### config.mk
export PLATFORM = sky130hd
export DESIGN_NAME = acc_top
export DESIGN_NICKNAME = d
export VERILOG_FILES = /design/src/acc_pkg.sv /design/src/acc_edge_detect.sv /design/src/acc_sync_capture.sv /design/src/acc_top.sv
export VERILOG_INCLUDE_DIRS = /design/src
export SDC_FILE = /design/constraint.sdc
export NUM_CORES = 1
export LEC_CHECK = 0
export ABC_AREA = 1
export BUFFER_PORTS_ARGS = -buffer_cell sky130_fd_sc_hd__buf_4
export CAP_MARGIN = 20
export CORE_ASPECT_RATIO = 0.8
export CORE_MARGIN = 8
export CORE_UTILIZATION = 30
export CTS_CLUSTER_DIAMETER = 200
export DETAILED_ROUTE_END_ITERATION = 12
export PLACE_DENSITY_LB_ADDON = 0.15
export RECOVER_POWER = 100
export SLEW_MARGIN = 30
export SYNTH_ARGS = -nofsm -noshare
export SYNTH_HDL_FRONTEND = slang
export SYNTH_SLANG_ARGS = --single-unit
### constraint.sdc
create_clock -name clk -period 2.6 [get_ports clk]
set_clock_uncertainty 0.15 [all_clocks]
set_input_delay 0.39 -clock clk [delete_from_list [all_inputs] [get_ports clk]]
set_output_delay 0.39 -clock clk [all_outputs]
set_load 0.02 [all_outputs]
### src/acc_params.svh
`ifndef ACC_PARAMS_SVH
`define ACC_PARAMS_SVH

// ==========================================================
// Register indices (byte address is four times the index)
`define ACC_IDX_CHAN_BASE 14'h080c
`define ACC_IDX_CHAN_LAST 14'h0813
`define ACC_IDX_MIRROR    14'h081f
`define ACC_IDX_INT_FLAG  14'h0820
`define ACC_IDX_INT_MASK  14'h0821
`define ACC_IDX_GIE       14'h0822

// ==========================================================
// Field positions
`define ACC_CON0_EN   7
`define ACC_CON0_OUT  6
`define ACC_CON0_POL  4
`define ACC_CON0_HYS  1
`define ACC_CON0_SYNC 0
`define ACC_CON1_RISE 1
`define ACC_CON1_FALL 0
`define ACC_GIE_BIT   0

// ==========================================================
// Source select codes and reset values
`define ACC_NCH_NC    3'h4
`define ACC_PCH_NC_LO 3'h1
`define ACC_PCH_NC_HI 3'h3
`define ACC_SEL_RESET 3'h0
`define ACC_BIT_RESET 1'h0

// ==========================================================
// Bus answers
`define ACC_RESP_OKAY   2'h0
`define ACC_RESP_SLVERR 2'h2

`endif

### src/acc_pkg.sv
package acc_pkg;
   `include "acc_params.svh"

   typedef enum logic [2:0] {
      ACC_K_CON0   = 3'h0,
      ACC_K_CON1   = 3'h1,
      ACC_K_NCH    = 3'h2,
      ACC_K_PCH    = 3'h3,
      ACC_K_MIRROR = 3'h4,
      ACC_K_FLAG   = 3'h5,
      ACC_K_MASK   = 3'h6,
      ACC_K_GIE    = 3'h7
   } acc_kind_e;

   typedef struct packed {
      logic      hit;
      logic      chan;
      acc_kind_e kind;
   } acc_sel_s;

   typedef struct packed {
      logic [1:0]      en;
      logic [1:0]      output_invert;
      logic [1:0]      hysteresis_enable;
      logic [1:0]      sync;
      logic [1:0]      rise_en;
      logic [1:0]      fall_en;
      logic [1:0][2:0] negative_source_select;
      logic [1:0][2:0] positive_source_select;
      logic [1:0]      flag;
      logic [1:0]      mask;
      logic            global_int_enable;
      logic [1:0]      raw_s1;
      logic [1:0]      raw_s2;
      logic [1:0]      out;
      logic            tmr_s1;
      logic            tmr_s2;
      logic            tmr_s3;
      logic            aw_got;
      logic            w_got;
      logic [15:0]     awaddr;
      logic [7:0]      wdata;
      logic            wstb;
      logic            bvalid;
      logic [1:0]      bresp;
      logic            rvalid;
      logic [7:0]      rdata;
      logic [1:0]      rresp;
   } acc_state_s;

   typedef struct packed {
      logic prev;
   } acc_edge_s;

   typedef struct packed {
      logic held;
   } acc_cap_s;
endpackage

### src/acc_edge_detect.sv
module acc_edge_detect
   import acc_pkg::*;
(
   input  wire logic clk,
   input  wire logic nrst,
   input  wire logic out_now,
   input  wire logic rise_int_enable,
   input  wire logic fall_int_enable,
   output logic      edge_hit
);
   acc_edge_s s_q;
   acc_edge_s s_d;

   // ==========================================================
   // Edge detection on the latched, polarity-adjusted output
   always_comb
   begin
      s_d      = s_q;
      s_d.prev = out_now;
      edge_hit = (out_now & ~s_q.prev & rise_int_enable)
               | (~out_now & s_q.prev & fall_int_enable);
   end

   always_ff @(posedge clk)
   begin
      if (!nrst)
         s_q <= '0;
      else
         s_q <= s_d;
   end
endmodule

### src/acc_sync_capture.sv
module acc_sync_capture
   import acc_pkg::*;
(
   input  wire logic clk,
   input  wire logic nrst,
   input  wire logic tmr_fall,
   input  wire logic sync_sel,
   input  wire logic d,
   output logic      ext_out
);
   acc_cap_s s_q;
   acc_cap_s s_d;

   // ==========================================================
   // Capture on timer clock falling edge, else pass through
   always_comb
   begin
      s_d = s_q;
      if (tmr_fall)
      begin
         s_d.held = d;
      end
      ext_out = sync_sel ? s_q.held : d;
   end

   always_ff @(posedge clk)
   begin
      if (!nrst)
         s_q <= '0;
      else
         s_q <= s_d;
   end
endmodule

### src/acc_top.sv
// Behaviour
// - Raw result high when plus exceeds minus
// - Disabled: inputs disconnected, result gated to 0 before output_invert
// - Enable bit powers comparator on or off
// - output_invert complements the reported result
// - Per-channel bit plus all_outputs_mirror readback
// - Internal output latched; pin output unlatched
// - Sync mode captures on timer falling edge
// - Timer clock taken after the prescaler
// - Falling capture avoids race with counter
// - hysteresis_enable switches input hysteresis
// - Enabled rising or falling edge sets flag
// - Flag sticky until software clears it
// - Inverting while disabled can raise interrupt
// - Positive select routes source; off disconnects
// - Negative select routes pin, reference, ground
// - Negative codes: 100 unconnected, others routed
// - Positive codes: 001 to 011 unconnected
module acc_top
   import acc_pkg::*;
(
   input  wire logic            clk,
   input  wire logic            nrst,
   // AXI4-Lite slave
   input  wire logic [15:0]     s_axi_awaddr,
   input  wire logic            s_axi_awvalid,
   output logic                 s_axi_awready,
   input  wire logic [31:0]     s_axi_wdata,
   input  wire logic [3:0]      s_axi_wstrb,
   input  wire logic            s_axi_wvalid,
   output logic                 s_axi_wready,
   output logic [1:0]           s_axi_bresp,
   output logic                 s_axi_bvalid,
   input  wire logic            s_axi_bready,
   input  wire logic [15:0]     s_axi_araddr,
   input  wire logic            s_axi_arvalid,
   output logic                 s_axi_arready,
   output logic [31:0]          s_axi_rdata,
   output logic [1:0]           s_axi_rresp,
   output logic                 s_axi_rvalid,
   input  wire logic            s_axi_rready,
   // Analog core and timer
   input  wire logic [1:0]      cmp_raw,
   input  wire logic            tmr_clk_post_prescale,
   output logic [1:0]           cmp_power_en,
   output logic [1:0]           hysteresis_on,
   output logic [1:0][2:0]      pos_source,
   output logic [1:0][2:0]      neg_source,
   output logic [1:0]           pos_connect,
   output logic [1:0]           neg_connect,
   output logic [1:0]           cmp_ext_out,
   output logic                 irq
);
   acc_state_s s_q;
   acc_state_s s_d;
   logic [1:0] adj_now;
   logic [1:0] edge_hit;
   logic       tmr_fall;

   // ==========================================================
   // Address decode shared by read and write paths
   function automatic acc_sel_s decode(input logic [15:0] a);
      acc_sel_s   r;
      logic [13:0] idx;
      logic [13:0] off;
      r   = '0;
      idx = a[15:2];
      off = idx - `ACC_IDX_CHAN_BASE;
      // Unaligned addresses never hit and so answer with an error
      if (a[1:0] == 2'h0)
      begin
         // Four registers per comparator, channel in offset bit 2
         if (idx >= `ACC_IDX_CHAN_BASE && idx <= `ACC_IDX_CHAN_LAST)
         begin
            r.hit  = 1'b1;
            r.chan = off[2];
            r.kind = acc_kind_e'({1'b0, off[1:0]});
         end
         else if (idx == `ACC_IDX_MIRROR)
         begin
            r.hit  = 1'b1;
            r.kind = ACC_K_MIRROR;
         end
         else if (idx == `ACC_IDX_INT_FLAG)
         begin
            r.hit  = 1'b1;
            r.kind = ACC_K_FLAG;
         end
         else if (idx == `ACC_IDX_INT_MASK)
         begin
            r.hit  = 1'b1;
            r.kind = ACC_K_MASK;
         end
         else if (idx == `ACC_IDX_GIE)
         begin
            r.hit  = 1'b1;
            r.kind = ACC_K_GIE;
         end
      end
      return r;
   endfunction

   // ==========================================================
   // Register read mux
   function automatic logic [7:0] read_reg(input acc_sel_s sel, input acc_state_s st);
      logic [7:0] v;
      v = 8'h00;
      // Reserved bits stay zero
      case (sel.kind)
         ACC_K_CON0:
         begin
            v[`ACC_CON0_EN]   = st.en[sel.chan];
            v[`ACC_CON0_OUT]  = st.out[sel.chan];
            v[`ACC_CON0_POL]  = st.output_invert[sel.chan];
            v[`ACC_CON0_HYS]  = st.hysteresis_enable[sel.chan];
            v[`ACC_CON0_SYNC] = st.sync[sel.chan];
         end
         ACC_K_CON1:
         begin
            v[`ACC_CON1_RISE] = st.rise_en[sel.chan];
            v[`ACC_CON1_FALL] = st.fall_en[sel.chan];
         end
         ACC_K_NCH:    v[2:0] = st.negative_source_select[sel.chan];
         ACC_K_PCH:    v[2:0] = st.positive_source_select[sel.chan];
         ACC_K_MIRROR: v[1:0] = st.out;
         ACC_K_FLAG:   v[1:0] = st.flag;
         ACC_K_MASK:   v[1:0] = st.mask;
         ACC_K_GIE:    v[`ACC_GIE_BIT] = st.global_int_enable;
         default:      v = 8'h00;
      endcase
      return v;
   endfunction

   // ==========================================================
   // Source codes that leave an input open
   function automatic logic pch_open(input logic [2:0] code);
      return (code >= `ACC_PCH_NC_LO) && (code <= `ACC_PCH_NC_HI);
   endfunction

   function automatic logic nch_open(input logic [2:0] code);
      return code == `ACC_NCH_NC;
   endfunction

   // ==========================================================
   // Per-channel edge detection and timer-synchronised output
   genvar g;
   generate
      for (g = 0; g < 2; g = g + 1)
      begin : g_chan
         // Reads the latched output so that one transition flags once
         acc_edge_detect u_edge (
            .clk             (clk),
            .nrst            (nrst),
            .out_now         (s_q.out[g]),
            .rise_int_enable (s_q.rise_en[g]),
            .fall_int_enable (s_q.fall_en[g]),
            .edge_hit        (edge_hit[g])
         );
         acc_sync_capture u_cap (
            .clk      (clk),
            .nrst     (nrst),
            .tmr_fall (tmr_fall),
            .sync_sel (s_q.sync[g]),
            .d        (adj_now[g]),
            .ext_out  (cmp_ext_out[g])
         );
      end
   endgenerate

   // ==========================================================
   // Output path: gate, invert
   always_comb
   begin
      // Gating comes before inversion, so inverting a disabled channel moves the output
      adj_now = (s_q.en & s_q.raw_s2) ^ s_q.output_invert;
   end

   // ==========================================================
   // Falling edge of the synchronised timer clock
   always_comb
   begin
      tmr_fall = s_q.tmr_s3 & ~s_q.tmr_s2;
   end

   // ==========================================================
   // Next state
   always_comb
   begin
      acc_sel_s    wsel;
      acc_sel_s    rsel;
      logic        aw_take;
      logic        w_take;
      logic        ar_take;
      logic        have_aw;
      logic        have_w;
      logic [15:0] waddr;
      logic [7:0]  wd;
      logic        wst;
      logic [1:0]  clr;
      wsel    = '0;
      rsel    = '0;
      clr     = 2'h0;
      aw_take = 1'b0;
      w_take  = 1'b0;
      ar_take = 1'b0;
      have_aw = 1'b0;
      have_w  = 1'b0;
      waddr   = 16'h0000;
      wd      = 8'h00;
      wst     = 1'b0;
      s_d     = s_q;

      // A pending answer blocks new items on its channel
      s_axi_awready = ~s_q.aw_got & ~s_q.bvalid;
      s_axi_wready  = ~s_q.w_got & ~s_q.bvalid;
      s_axi_arready = ~s_q.rvalid;
      aw_take = s_axi_awvalid & s_axi_awready;
      w_take  = s_axi_wvalid & s_axi_wready;
      ar_take = s_axi_arvalid & s_axi_arready;

      // Input synchronisers
      s_d.raw_s1 = cmp_raw;
      s_d.raw_s2 = s_q.raw_s1;
      s_d.tmr_s1 = tmr_clk_post_prescale;
      s_d.tmr_s2 = s_q.tmr_s1;
      s_d.tmr_s3 = s_q.tmr_s2;

      // Internal output latched every cycle
      s_d.out = adj_now;

      // Write channel: address and data in either order
      if (aw_take)
      begin
         s_d.aw_got = 1'b1;
         s_d.awaddr = s_axi_awaddr;
      end
      if (w_take)
      begin
         s_d.w_got = 1'b1;
         s_d.wdata = s_axi_wdata[7:0];
         s_d.wstb  = s_axi_wstrb[0];
      end
      have_aw = s_q.aw_got | aw_take;
      have_w  = s_q.w_got | w_take;
      waddr   = aw_take ? s_axi_awaddr : s_q.awaddr;
      wd      = w_take ? s_axi_wdata[7:0] : s_q.wdata;
      wst     = w_take ? s_axi_wstrb[0] : s_q.wstb;

      // Commit once both halves are in and the last answer has gone
      if (have_aw && have_w && !s_q.bvalid)
      begin
         wsel       = decode(waddr);
         s_d.aw_got = 1'b0;
         s_d.w_got  = 1'b0;
         s_d.bvalid = 1'b1;
         s_d.bresp  = wsel.hit ? `ACC_RESP_OKAY : `ACC_RESP_SLVERR;
         // A cleared strobe answers OKAY but writes nothing
         if (wsel.hit && wst)
         begin
            case (wsel.kind)
               ACC_K_CON0:
               begin
                  s_d.en[wsel.chan]   = wd[`ACC_CON0_EN];
                  s_d.output_invert[wsel.chan]  = wd[`ACC_CON0_POL];
                  s_d.hysteresis_enable[wsel.chan]  = wd[`ACC_CON0_HYS];
                  s_d.sync[wsel.chan] = wd[`ACC_CON0_SYNC];
               end
               ACC_K_CON1:
               begin
                  s_d.rise_en[wsel.chan] = wd[`ACC_CON1_RISE];
                  s_d.fall_en[wsel.chan] = wd[`ACC_CON1_FALL];
               end
               ACC_K_NCH:  s_d.negative_source_select[wsel.chan] = wd[2:0];
               ACC_K_PCH:  s_d.positive_source_select[wsel.chan] = wd[2:0];
               ACC_K_FLAG: clr = wd[1:0];
               ACC_K_MASK: s_d.mask = wd[1:0];
               ACC_K_GIE:  s_d.global_int_enable = wd[`ACC_GIE_BIT];
               default:    clr = 2'h0;
            endcase
         end
      end
      if (s_q.bvalid && s_axi_bready)
      begin
         s_d.bvalid = 1'b0;
      end

      // Sticky flags; a new edge beats a clear in the same cycle
      s_d.flag = (s_q.flag & ~clr) | edge_hit;

      // Read channel
      // Read data come from the current state, before a same-cycle write lands
      if (ar_take)
      begin
         rsel       = decode(s_axi_araddr);
         s_d.rvalid = 1'b1;
         s_d.rdata  = rsel.hit ? read_reg(rsel, s_q) : 8'h00;
         s_d.rresp  = rsel.hit ? `ACC_RESP_OKAY : `ACC_RESP_SLVERR;
      end
      if (s_q.rvalid && s_axi_rready)
      begin
         s_d.rvalid = 1'b0;
      end
   end

   // ==========================================================
   // State register
   always_ff @(posedge clk)
   begin
      if (!nrst)
         s_q <= '0;
      else
         s_q <= s_d;
   end

   // ==========================================================
   // Bus outputs
   always_comb
   begin
      s_axi_bvalid = s_q.bvalid;
      s_axi_bresp  = s_q.bresp;
      s_axi_rvalid = s_q.rvalid;
      s_axi_rresp  = s_q.rresp;
      s_axi_rdata  = {24'h000000, s_q.rdata};
   end

   // ==========================================================
   // Analog control and interrupt outputs
   always_comb
   begin
      cmp_power_en  = s_q.en;
      hysteresis_on = s_q.hysteresis_enable;
      pos_source    = s_q.positive_source_select;
      neg_source    = s_q.negative_source_select;
      irq           = s_q.global_int_enable & |(s_q.flag & s_q.mask);
      for (int i = 0; i < 2; i++)
      begin
         pos_connect[i] = s_q.en[i] & ~pch_open(s_q.positive_source_select[i]);
         neg_connect[i] = s_q.en[i] & ~nch_open(s_q.negative_source_select[i]);
      end
   end
endmodule

==> impl_metrics.py, run 1 <==
metrics = {
    "status": {
        "run_status": "finished with violations",
        "failed_checks": "setup timing",
    },
    "layout": {
        "final.fill_count": 1651,
        "layoutNonFillerInstCount": 1072,
        "synthToLayoutAreaGrowth_pct": 33.4,
        "finish.utilization_pct": 40.8,
        "layout_cells_sized_above_1_pct": 30.0,
        "diodes": 0,
        "num-nets-final": 930,
        "postLayoutCellArea_um2": 6420,
    },
    "critical_path": {
        "reg2reg_depth": 16,
        "worst_r2r_startpoint": "s_q[40]$_SDFFE_PP0N_",
        "critPathKind": "flip-flop to flip-flop",
        "worstSetupEndpointType": "flip-flop",
        "critPathLaunch": "s_q[40]$_SDFFE_PP0N_",
        "critical_path_peak_fanout": 6,
        "critical_path.reg2reg.endpoint": "cmp_power_en[1]$_SDFFE_PN0P_",
        "cp_top_family": "simple AND/OR/NAND/NOR gates",
        "required_ps": 2690,
        "crit_arrival_ps": 2840,
        "worst_path_largest_cell_delay_ps": 330,
        "crit_chain": "nor2_4, buf_4, clkbuf_16, nand3b_1, nand2_2, nand3_2, nor2_4, nand2_2, o21ai_4, nand2_4, buf_6, nor3_4, buf_4, nand3_1, nand2_1, nor2_1",
        "crit_buf_inv": 4,
        "cp-start-kind": "flip-flop",
        "regToRegSetupSlack_ps": -160,
        "critPathSlowestCell": "sky130_fd_sc_hd__dfxtp_2",
    },
    "yosys": {
        "yosysSeqAreaShare_pct": 31.6,
        "asyncSetResetFlopFracSynth_pct": 0,
        "yosysMostFrequentCell": "sky130_fd_sc_hd__nand2_1",
        "syn-instance-count": 732,
        "syn_area_per_cell_um2": 6.58,
        "ys_types": 42,
        "synth-warning-count": 0,
        "synth_enable_flop_cells": 0,
        "synth_top_cell_by_area": "sky130_fd_sc_hd__dfxtp_1",
        "yosys_register_bits": 76,
        "synth_top_area_share_pct": 31.6,
        "synth_top_cells_by_area": "sky130_fd_sc_hd__dfxtp_1 32%, sky130_fd_sc_hd__nand2_1 13%, sky130_fd_sc_hd__nor2_1 9.8%",
        "syn-cell-area_um2": 4820,
        "synth_top_flop_cell": "sky130_fd_sc_hd__dfxtp_1",
        "synth_commonest_cells": "171 x sky130_fd_sc_hd__nand2_1, 126 x sky130_fd_sc_hd__nor2_1, 76 x sky130_fd_sc_hd__dfxtp_1",
    },
    "cts": {
        "cts.sink_count": 76,
        "post_cts_hold_fix_bufs": 0,
        "worst_setup_hold_path_clk_slew_ps": 60,
        "cts-root-buf": "sky130_fd_sc_hd__clkbuf_16",
        "tritoncts_clock_tree": "yes",
        "cts-buffers-inserted": 9,
        "clock_tree.buffer_depth": 2,
        "clock_latency_ps": 340,
        "cts_htree_levels": 3,
    },
    "floorplan": {
        "floorplan.io_pins": 142,
        "die_h_um": 129,
        "rows": 41,
        "dieWidth_um": 158,
        "fp.coreArea_um2": 15700,
        "design.die.area_um2": 20400,
        "start_util_pct": 30.6,
    },
    "global_route": {
        "grt-ovfl-total": 0,
        "grt_usage_pct": 13.3,
        "first_global_vias": 4399,
        "antenna_violations_before_repair": 0,
        "grt_pass1_wl_um": 21700,
        "grt_max_degree": 43,
    },
    "detailed_routing": {
        "wl_met1_um": 6700,
        "route.vias.total": 4871,
        "highest-signal-layer": "met4",
        "drt_pre_antenna_iters": 5,
        "avgViaCountPerCell": 4.54,
        "routed-wl-met3_um": 1170,
        "wire_per_inst_um": 13.0,
        "route.met2.wl_um": 5920,
        "drc_markers": 0,
        "postRouteAntennaNets": 0,
        "route.final.wire_length_um": 14000,
        "drt-initial-drc-count": 257,
    },
    "pwr": {
        "cellPowerDensity_nw_per_um2": 627,
        "cell_internal_pwr_mw": 2.56,
        "worst_ir_drop_vdd_v": 0.000326,
        "seqPwrFrac_pct": 31.6,
        "comb_power_share_pct": 39.9,
        "power_switching_share_pct": 36.5,
        "totalPowerFinal_mw": 4.03,
        "clock_network_fraction_of_design_power_pct": 28.5,
        "power.leakage_nw": 3.02,
        "net-switching-power_mw": 1.47,
    },
    "sta": {
        "finalSetupViolations": 29,
        "timing.fmax_mhz": 363,
        "timing.slew.headroom_pct": 49.4,
        "final_worst_path_period_need_ps": 2760,
        "unrepaired_setup_endpoints_after_global_routing": "yes",
        "final.setup.worst_slack_ps": -156,
        "tightestPinTransition_ps": 739,
        "holdWs_ps": 78.9,
        "finalMaxSlewViolations": 0,
        "hold_viol": 0,
        "min_period_over_period_pct": 106,
    },
    "placed_design": {
        "buffer_ports.inserted": 83,
        "dp.final_hpwl_um": 10700,
        "number_of_placed_instances_with_taps_included": 1037,
        "dpl-instance-area_um2": 5730,
        "place.gp.congestion": 0.893,
    },
    "min_path": {
        "timing.hold.worst_endpoint": "s_d[42]$_SDFF_PN0_",
        "worst_hold_startpoint": "tmr_clk_post_prescale",
        "timing.hold.worst.class": "primary input to flip-flop",
        "hold_path_depth": 3,
    },
    "run": {
        "cap_viol_max_count": 0,
    },
}
## power by group through the flow
| stage | logic (mW) | registers (mW) | clock network (mW) |
|---|---|---|---|
| after global routing | 1.75 | 1.28 | 1.25 |
| after global placement | 1.24 | 1.29 | 0 |
| after floorplan | 0.852 | 1.30 | 0 |
| after CTS | 1.36 | 1.27 | 1.19 |
| final | 1.61 | 1.27 | 1.15 |
| after detailed placement | 1.26 | 1.30 | 0 |
## cell families after synthesis
kind of cell / Yosys count / synth area share (%)
AOI/OAI and AO/OA: 45 / 5.71
xor gates and xnor gates: 1 / 0.182
buffers and inverters: 151 / 16.9
DFF: 76 / 31.6
muxes: 7 / 1.45
other: 1 / 0.0778
and+or+nand+nor: 451 / 44.1
## worst register-to-register path, stage by stage (launching register included)
cell and delay [ps]:
sky130_fd_sc_hd__dfxtp_2 330, sky130_fd_sc_hd__nor2_4 110, sky130_fd_sc_hd__buf_4 150, sky130_fd_sc_hd__clkbuf_16 140
sky130_fd_sc_hd__nand3b_1 90, sky130_fd_sc_hd__nand2_2 110, sky130_fd_sc_hd__nand3_2 80, sky130_fd_sc_hd__nor2_4 130
sky130_fd_sc_hd__nand2_2 70, sky130_fd_sc_hd__o21ai_4 300, sky130_fd_sc_hd__nand2_4 130, sky130_fd_sc_hd__buf_6 140
sky130_fd_sc_hd__nor3_4 300, sky130_fd_sc_hd__buf_4 220, sky130_fd_sc_hd__nand3_1 80, sky130_fd_sc_hd__nand2_1 70
sky130_fd_sc_hd__nor2_1 40
## cell usage in the layout (no fill, tap or decap), types with 2 or more instances in the layout
cell	n
sky130_fd_sc_hd__a21oi_1	19
sky130_fd_sc_hd__a31oi_1	4
sky130_fd_sc_hd__buf_12	4
sky130_fd_sc_hd__buf_4	142
sky130_fd_sc_hd__buf_6	4
sky130_fd_sc_hd__clkbuf_1	2
sky130_fd_sc_hd__clkbuf_16	10
sky130_fd_sc_hd__clkinvlp_4	3
sky130_fd_sc_hd__conb_1	28
sky130_fd_sc_hd__dfxtp_1	74
sky130_fd_sc_hd__dfxtp_2	2
sky130_fd_sc_hd__inv_1	71
sky130_fd_sc_hd__inv_2	4
sky130_fd_sc_hd__inv_4	2
sky130_fd_sc_hd__mux2i_1	7
sky130_fd_sc_hd__nand2_1	159
sky130_fd_sc_hd__nand2_2	20
sky130_fd_sc_hd__nand2_4	7
sky130_fd_sc_hd__nand3_1	51
sky130_fd_sc_hd__nand3_2	16
sky130_fd_sc_hd__nand3_4	3
sky130_fd_sc_hd__nand3b_1	10
sky130_fd_sc_hd__nand4_1	29
sky130_fd_sc_hd__nor2_1	113
sky130_fd_sc_hd__nor2_2	8
sky130_fd_sc_hd__nor2_4	19
sky130_fd_sc_hd__nor3_1	9
sky130_fd_sc_hd__nor3_2	2
sky130_fd_sc_hd__nor3_4	3
sky130_fd_sc_hd__o2111ai_1	3
sky130_fd_sc_hd__o21ai_0	9
sky130_fd_sc_hd__o21ai_1	3
## metal layers
layer  GRT usage [%]  up-vias
li1                -     2506
met1            18.6     2209
met2            19.4      140
met3            4.53       16
met4            3.02        0
met5               0        -
## worst max-delay path by stage
| stage | endpoint | cells past startpoint |
|---|---|---|
| final | cmp_power_en[1]$_SDFFE_PN0P_ | 16 |
| after global routing | cmp_power_en[1]$_SDFFE_PN0P_ | 19 |
| after CTS | s_q[75]$_SDFFE_PN0P_ | 15 |
| after detailed placement | s_q[70]$_SDFFE_PN0P_ | 16 |
| after global placement | pos_source[5]$_SDFFE_PN0P_ | 17 |
| after floorplan | s_q[71]$_SDFFE_PN0P_ | 14 |
## per-stage QoR
stage,setup WS (ps),TNS (ps)
2_1_floorplan,0.593,0
3_3_place_gp,-96.9,-1640
3_5_place_dp,-155,-2740
4_1_cts,-19.2,-130
5_1_grt,-304,-7380
6_report,-156,-2960
## sequential cells by signal, indices dropped and copies added (netlist names)
| signal | count |
|---|---|
| neg_source | 6 |
| s_axi_rdata | 6 |
| s_axi_bresp | 1 |
| g_chan.u_edge.s_q | 2 |
| s_axi_rresp | 1 |
| s_q | 42 |
| cmp_power_en | 2 |
| s_axi_rvalid | 1 |
| s_d | 4 |
| g_chan.u_cap.s_q | 2 |
| hysteresis_on | 2 |
| pos_source | 6 |
| s_axi_bvalid | 1 |
## cell type report
cell class | count | area [um2] | share of cell area [%]
clock buffers | 11 | 233 | 3.62
repair buffers | 152 | 1230 | 19.2
well taps | 215 | 269 | 4.19
multi-input cells | 534 | 2830 | 44.0
flip-flops and latches | 76 | 1520 | 23.7
clock inverters | 5 | 37.5 | 0.584
inverters | 79 | 305 | 4.75
## timing repair
| action | CTS | global route |
|---|---|---|
| gates cloned | 1 | 2 |
| endpoints found under the hold margin | 0 | 0 |
| setup endpoints to repair | 29 | 29 |
| pin swaps | 0 | 14 |
| gates resized for setup | 17 | 47 |
| buffers inserted | 3 | 13 |
No activity file was read; power rests on OpenSTA's default activity.
==> run 2: changes to the inputs <==
--- a/config.mk
+++ b/config.mk
@@ -19,4 +19,5 @@
 export SLEW_MARGIN = 30
 export SYNTH_ARGS = -nofsm -noshare
 export SYNTH_HDL_FRONTEND = slang
+export SYNTH_HIERARCHICAL = 1
 export SYNTH_SLANG_ARGS = --single-unit
==> run 2 against run 1 <==
Compared with the run above:
- the flow now finishes without violations
- first-iteration DRC count is 2.3% higher
- worst hold slack worse by 8.4 ps
- die area is 3.3% lower
- critical path type unchanged
==> impl_metrics.py, run 2 <==
metrics = {
    "yosys": {
        "yosysSeqAreaShare_pct": 32.8,
        "syn-instance-count": 721,
        "synth_top_cells_by_area": "sky130_fd_sc_hd__dfxtp_1 33%, sky130_fd_sc_hd__nand2_1 14%, sky130_fd_sc_hd__buf_4 8.4%",
        "syn-cell-area_um2": 4640,
        "synth_enable_flop_cells": 0,
        "yosysMostFrequentCell": "sky130_fd_sc_hd__nand2_1",
        "synth_top_area_share_pct": 32.8,
        "synth_commonest_cells": "173 x sky130_fd_sc_hd__nand2_1, 102 x sky130_fd_sc_hd__nor2_1, 96 x sky130_fd_sc_hd__inv_1",
        "syn_area_per_cell_um2": 6.43,
        "synth_top_cell_by_area": "sky130_fd_sc_hd__dfxtp_1",
        "ys_types": 41,
        "synth-warning-count": 6,
        "asyncSetResetFlopFracSynth_pct": 0,
        "yosys_register_bits": 76,
        "synth_top_flop_cell": "sky130_fd_sc_hd__dfxtp_1",
    },
    "global_route": {
        "grt_usage_pct": 13.1,
        "antenna_violations_before_repair": 0,
        "grt_pass1_wl_um": 21100,
        "grt_max_degree": 43,
        "grt-ovfl-total": 0,
        "first_global_vias": 4364,
    },
    "sta": {
        "tightestPinTransition_ps": 818,
        "holdWs_ps": 70.6,
        "unrepaired_setup_endpoints_after_global_routing": "yes",
        "final_worst_path_period_need_ps": 2570,
        "hold_viol": 0,
        "finalMaxSlewViolations": 0,
        "min_period_over_period_pct": 98.9,
        "finalSetupViolations": 0,
        "timing.slew.headroom_pct": 44.9,
        "fin_setup_tns_ps": 0,
        "timing.fmax_mhz": 389,
    },
    "floorplan": {
        "rows": 40,
        "start_util_pct": 30.8,
        "floorplan.io_pins": 142,
        "fp.coreArea_um2": 15100,
        "design.die.area_um2": 19700,
        "dieWidth_um": 155,
        "die_h_um": 127,
    },
    "critical_path": {
        "critPathKind": "flip-flop to flip-flop",
        "required_ps": 2670,
        "critPathSlowestCell": "sky130_fd_sc_hd__dfxtp_2",
        "cp-start-kind": "flip-flop",
        "worstSetupEndpointType": "flip-flop",
        "crit_buf_inv": 3,
        "critical_path_peak_fanout": 9,
        "cp_top_family": "simple AND/OR/NAND/NOR gates",
        "reg2reg_depth": 17,
        "worst_path_largest_cell_delay_ps": 330,
        "worst-path-stages": 17,
        "crit_chain": "nor2_4, buf_12, buf_6, nand3b_1, nand2_2, nand2_2, nor2_4, nand2_2, o21ai_4, nand2_4, nand2_1, nand3_1, nor2_4, buf_4, nand3_1, nand2_1, a21oi_1",
        "crit_arrival_ps": 2640,
    },
    "layout": {
        "diodes": 0,
        "largest-register": "s_q",
        "postLayoutCellArea_um2": 6190,
        "layout_cells_sized_above_1_pct": 30.0,
        "finish.utilization_pct": 41.1,
        "num-nets-final": 914,
        "final.fill_count": 1602,
        "layout_common_cells": "154 x sky130_fd_sc_hd__nand2_1, 133 x sky130_fd_sc_hd__buf_4, 92 x sky130_fd_sc_hd__inv_1",
        "max_reg_flops": 42,
        "synthToLayoutAreaGrowth_pct": 33.6,
        "final_common_cell": "sky130_fd_sc_hd__nand2_1",
    },
    "placed_design": {
        "buffer_ports.inserted": 83,
        "dp.final_hpwl_um": 9960,
        "dpl-instance-area_um2": 5530,
        "place.gp.congestion": 0.833,
    },
    "cts": {
        "post_cts_hold_fix_bufs": 0,
        "worst_setup_hold_path_clk_slew_ps": 70,
        "clock_tree.buffer_depth": 2,
        "tritoncts_clock_tree": "yes",
        "cts.sink_count": 76,
        "cts_htree_levels": 3,
        "clock_latency_ps": 340,
        "cts-root-buf": "sky130_fd_sc_hd__clkbuf_16",
        "cts-buffers-inserted": 9,
    },
    "pwr": {
        "worst_ir_drop_vdd_v": 0.000348,
        "cellPowerDensity_nw_per_um2": 723,
        "power.leakage_nw": 2.99,
        "totalPowerFinal_mw": 4.48,
    },
    "detailed_routing": {
        "postRouteAntennaNets": 0,
        "drt_pre_antenna_iters": 5,
        "drc_markers": 0,
        "route.final.wire_length_um": 13000,
        "avgViaCountPerCell": 4.32,
        "drt-initial-drc-count": 263,
        "route.vias.total": 4545,
        "wire_per_inst_um": 12.4,
    },
    "run": {
        "cap_viol_max_count": 0,
    },
    "min_path": {
        "hold_path_depth": 3,
        "timing.hold.worst.class": "primary input to flip-flop",
    },
    "status": {
        "run_status": "complete, no violations",
    },
}
-- run 2: worst register-to-register path, stage by stage (launching register included) --
cell and delay, ps:
sky130_fd_sc_hd__dfxtp_2 330, sky130_fd_sc_hd__nor2_4 120, sky130_fd_sc_hd__buf_12 160, sky130_fd_sc_hd__buf_6 120, sky130_fd_sc_hd__nand3b_1 90, sky130_fd_sc_hd__nand2_2 110
sky130_fd_sc_hd__nand2_2 70, sky130_fd_sc_hd__nor2_4 140, sky130_fd_sc_hd__nand2_2 80, sky130_fd_sc_hd__o21ai_4 250, sky130_fd_sc_hd__nand2_4 120, sky130_fd_sc_hd__nand2_1 120
sky130_fd_sc_hd__nand3_1 130, sky130_fd_sc_hd__nor2_4 150, sky130_fd_sc_hd__buf_4 130, sky130_fd_sc_hd__nand3_1 60, sky130_fd_sc_hd__nand2_1 70, sky130_fd_sc_hd__a21oi_1 50
-- run 2: logic make-up after synthesis --
family	after synthesis	synth area share (%)
muxes	2	0.432
buffers and inverters	170	18.7
other	1	0.0809
DFF	76	32.8
and+or+nand+nor	401	39.5
AOI/OAI and AO/OA	71	8.47
-- run 2: cell type report --
cell class / instances / area (um2) / area share [%]
multi-input combinational: 505 / 2610 / 42.2
sequential: 76 / 1520 / 24.6
timing repair buffer: 141 / 1120 / 18.1
inverter: 103 / 393 / 6.34
tap: 210 / 263 / 4.24
clock buffer: 9 / 225 / 3.64
clock inverter: 7 / 56.3 / 0.909
-- run 2: repair_timing --
action                     4_1_cts  5_1_grt
buffers inserted                 2        6
cloned                           1        3
pin swaps                        8       21
gates resized for setup         18       59
setup endpoints to repair       27       29
-- run 2: stage by stage --
step / setup WS, ps / std cells
6_report: 28.4 / 1051
5_1_grt: -180 / 1051
4_1_cts: 1.96 / 1042
3_5_place_dp: -171 / 1023
3_3_place_gp: -86.0 / 1023
2_1_floorplan: 78.3 / 748
-- run 2: report_power, final --
| group | leakage (nW) | switching [mW] | internal, mW |
|---|---|---|---|
| combinational | 2.23 | 1.17 | 0.792 |
| sequential | 0.620 | 0.0488 | 1.27 |
| clock | 0.137 | 0.547 | 0.660 |
-- run 2: worst paths after layout --
path	from	end	slack [ps]
worst max-delay path	s_q[40]$_SDFFE_PP0N_	s_q[53]$_SDFF_PN0_	30
worst min-delay path	cmp_raw[0]	s_d[46]$_SDFF_PN0_	70
worst max register to register	s_q[40]$_SDFFE_PP0N_	s_q[53]$_SDFF_PN0_	30
worst min register to register	s_d[47]$_SDFF_PN0_	s_q[47]$_SDFF_PN0_	260
-- run 2: metal layers --
metal	GRT usage [%]	routed length (um)	vias up
met5	0	0	-
li1	-	-	2415
met3	3.84	613	7
met1	17.4	6750	2041
met4	3.62	132	0
met2	20.3	5550	82
==> run 3: changes to the inputs <==
--- a/config.mk
+++ b/config.mk
@@ -14,6 +14,7 @@
 export CORE_UTILIZATION = 30
 export CTS_CLUSTER_DIAMETER = 200
 export DETAILED_ROUTE_END_ITERATION = 12
+export MAX_ROUTING_LAYER = met4
 export PLACE_DENSITY_LB_ADDON = 0.15
 export RECOVER_POWER = 100
 export SLEW_MARGIN = 30
==> run 3 against run 2 <==
Compared with the run above:
- cell count stayed put
- wire length hardly changed
- combinational power hardly changed
- via count is 0.13% higher
- critical path type unchanged
- critical endpoint unchanged
- largest cell class unchanged
- highest routed layer unchanged
==> impl_metrics.py, run 3 (synthesis gave the netlist of run 2 again) <==
metrics = {
    "sta": {
        "timing.fmax_mhz": 389,
        "final.setup.worst_slack_ps": 29.0,
        "min_period_over_period_pct": 98.9,
        "final_worst_path_period_need_ps": 2570,
        "hold_viol": 0,
        "tightestPinTransition_ps": 818,
        "finalSetupViolations": 0,
        "finalMaxSlewViolations": 0,
        "holdWs_ps": 68.8,
        "timing.slew.headroom_pct": 44.9,
        "unrepaired_setup_endpoints_after_global_routing": "yes",
    },
    "global_route": {
        "grt_max_degree": 43,
        "grt-ovfl-total": 0,
        "first_global_vias": 4358,
        "grt_usage_pct": 13.5,
        "grt_pass1_wl_um": 21100,
        "antenna_violations_before_repair": 0,
    },
    "layout": {
        "final.fill_count": 1602,
        "layout_common_cells": "154 x sky130_fd_sc_hd__nand2_1, 133 x sky130_fd_sc_hd__buf_4, 92 x sky130_fd_sc_hd__inv_1",
        "largest-register": "s_q",
        "max_reg_flops": 42,
        "num-nets-final": 914,
        "diodes": 0,
        "final_common_cell": "sky130_fd_sc_hd__nand2_1",
        "layout_cells_sized_above_1_pct": 30.0,
        "layoutNonFillerInstCount": 1051,
        "synthToLayoutAreaGrowth_pct": 33.6,
    },
    "critical_path": {
        "critPathKind": "flip-flop to flip-flop",
        "crit_buf_inv": 3,
        "worstSetupEndpointType": "flip-flop",
        "critPathSlowestCell": "sky130_fd_sc_hd__dfxtp_2",
        "crit_arrival_ps": 2640,
        "critical_path_peak_fanout": 9,
        "crit_chain": "nor2_4, buf_12, buf_6, nand3b_1, nand2_2, nand2_2, nor2_4, nand2_2, o21ai_4, nand2_4, nand2_1, nand3_1, nor2_4, buf_4, nand3_1, nand2_1, a21oi_1",
        "required_ps": 2670,
        "cp-start-kind": "flip-flop",
        "worst_path_largest_cell_delay_ps": 330,
        "cp_top_family": "simple AND/OR/NAND/NOR gates",
    },
    "cts": {
        "worst_setup_hold_path_clk_slew_ps": 70,
        "clock_tree.buffer_depth": 2,
        "cts-root-buf": "sky130_fd_sc_hd__clkbuf_16",
        "cts_htree_levels": 3,
        "cts.sink_count": 76,
        "cts-buffers-inserted": 9,
        "tritoncts_clock_tree": "yes",
        "clock_latency_ps": 350,
        "post_cts_hold_fix_bufs": 0,
    },
    "status": {
        "run_status": "complete, no violations",
    },
    "pwr": {
        "cell_internal_pwr_mw": 2.72,
        "clock_network_fraction_of_design_power_pct": 27.0,
        "comb_power_share_pct": 43.7,
        "worst_ir_drop_vdd_v": 0.000350,
        "totalPowerFinal_mw": 4.48,
        "seqPwrFrac_pct": 29.3,
        "power_switching_share_pct": 39.4,
        "power.leakage_nw": 2.99,
        "net-switching-power_mw": 1.76,
        "cellPowerDensity_nw_per_um2": 723,
    },
    "floorplan": {
        "rows": 40,
        "die_h_um": 127,
        "floorplan.io_pins": 142,
        "fp.coreArea_um2": 15100,
        "design.die.area_um2": 19700,
        "dieWidth_um": 155,
        "start_util_pct": 30.8,
    },
    "placed_design": {
        "number_of_placed_instances_with_taps_included": 1023,
        "dp.final_hpwl_um": 9960,
        "buffer_ports.inserted": 83,
        "place.gp.congestion": 0.846,
        "dp_slack_ps": -171,
    },
    "detailed_routing": {
        "avgViaCountPerCell": 4.33,
        "postRouteAntennaNets": 0,
        "drt-initial-drc-count": 263,
        "route.vias.total": 4551,
        "route.final.wire_length_um": 13100,
        "wire_per_inst_um": 12.4,
        "drc_markers": 0,
        "drt_pre_antenna_iters": 5,
    },
    "min_path": {
        "timing.hold.worst.class": "primary input to flip-flop",
    },
    "run": {
        "cap_viol_max_count": 0,
    },
}
run 3: cell counts in the layout (fill, tap and decap cells not counted):
Identical to the previous run, type by type.
run 3: timing repair:
action | CTS | global route
cloned | 1 | 3
buffers inserted | 2 | 6
endpoints found under the setup margin | 27 | 29
gates resized for setup | 18 | 59
pin swaps | 8 | 21
run 3: path summary, 6_finish.rpt:
check	endpoint	slack [ps]	depth (start not counted)	start
setup reg to reg	s_q[53]$_SDFF_PN0_	30	17	s_q[40]$_SDFFE_PP0N_
hold reg to reg	s_q[47]$_SDFF_PN0_	260	2	s_d[47]$_SDFF_PN0_
hold / removal	s_d[46]$_SDFF_PN0_	70	3	cmp_raw[0]
setup / recovery	s_q[53]$_SDFF_PN0_	30	17	s_q[40]$_SDFFE_PP0N_
run 3: cell type report:
type                            instances  area (um2)  area share (%)
Sequential cell                        76        1520            24.6
Tap cell                              210         263            4.24
Inverter                              103         393            6.34
Clock buffer                            9         225            3.64
Clock inverter                          7        56.3           0.909
Multi-Input combinational cell        505        2610            42.2
Timing Repair Buffer                  141        1120            18.1
run 3: stage by stage:
stage	utilization (%)	area, um2	TNS [ps]
after floorplan	-	4740	0
after global placement	36.7	5530	-1050
after detailed placement	36.7	5530	-2840
after CTS	39.2	5900	0
after global routing	41.1	6190	-4040
final	41.1	6190	0
run 3: worst min-delay path, cell delays in order:
cell,delay [ps]
sky130_fd_sc_hd__buf_4,70
sky130_fd_sc_hd__nand2_1,40
sky130_fd_sc_hd__inv_1,40
run 3: power by group through the flow:
stage,Clock (mW),Combinational [mW],Sequential (mW)
after floorplan,0,1.02,1.34
after global placement,0,1.49,1.34
after detailed placement,0,1.52,1.34
after CTS,1.25,1.63,1.32
after global routing,1.29,2.15,1.33
final,1.21,1.96,1.32
run 3: routing by layer:
layer	global-route usage, %	vias up	wire, um
met4	3.62	0	119
met1	17.6	2045	6820
li1	-	2415	-
met5	-	-	0
met3	3.54	8	542
met2	20.3	83	5570
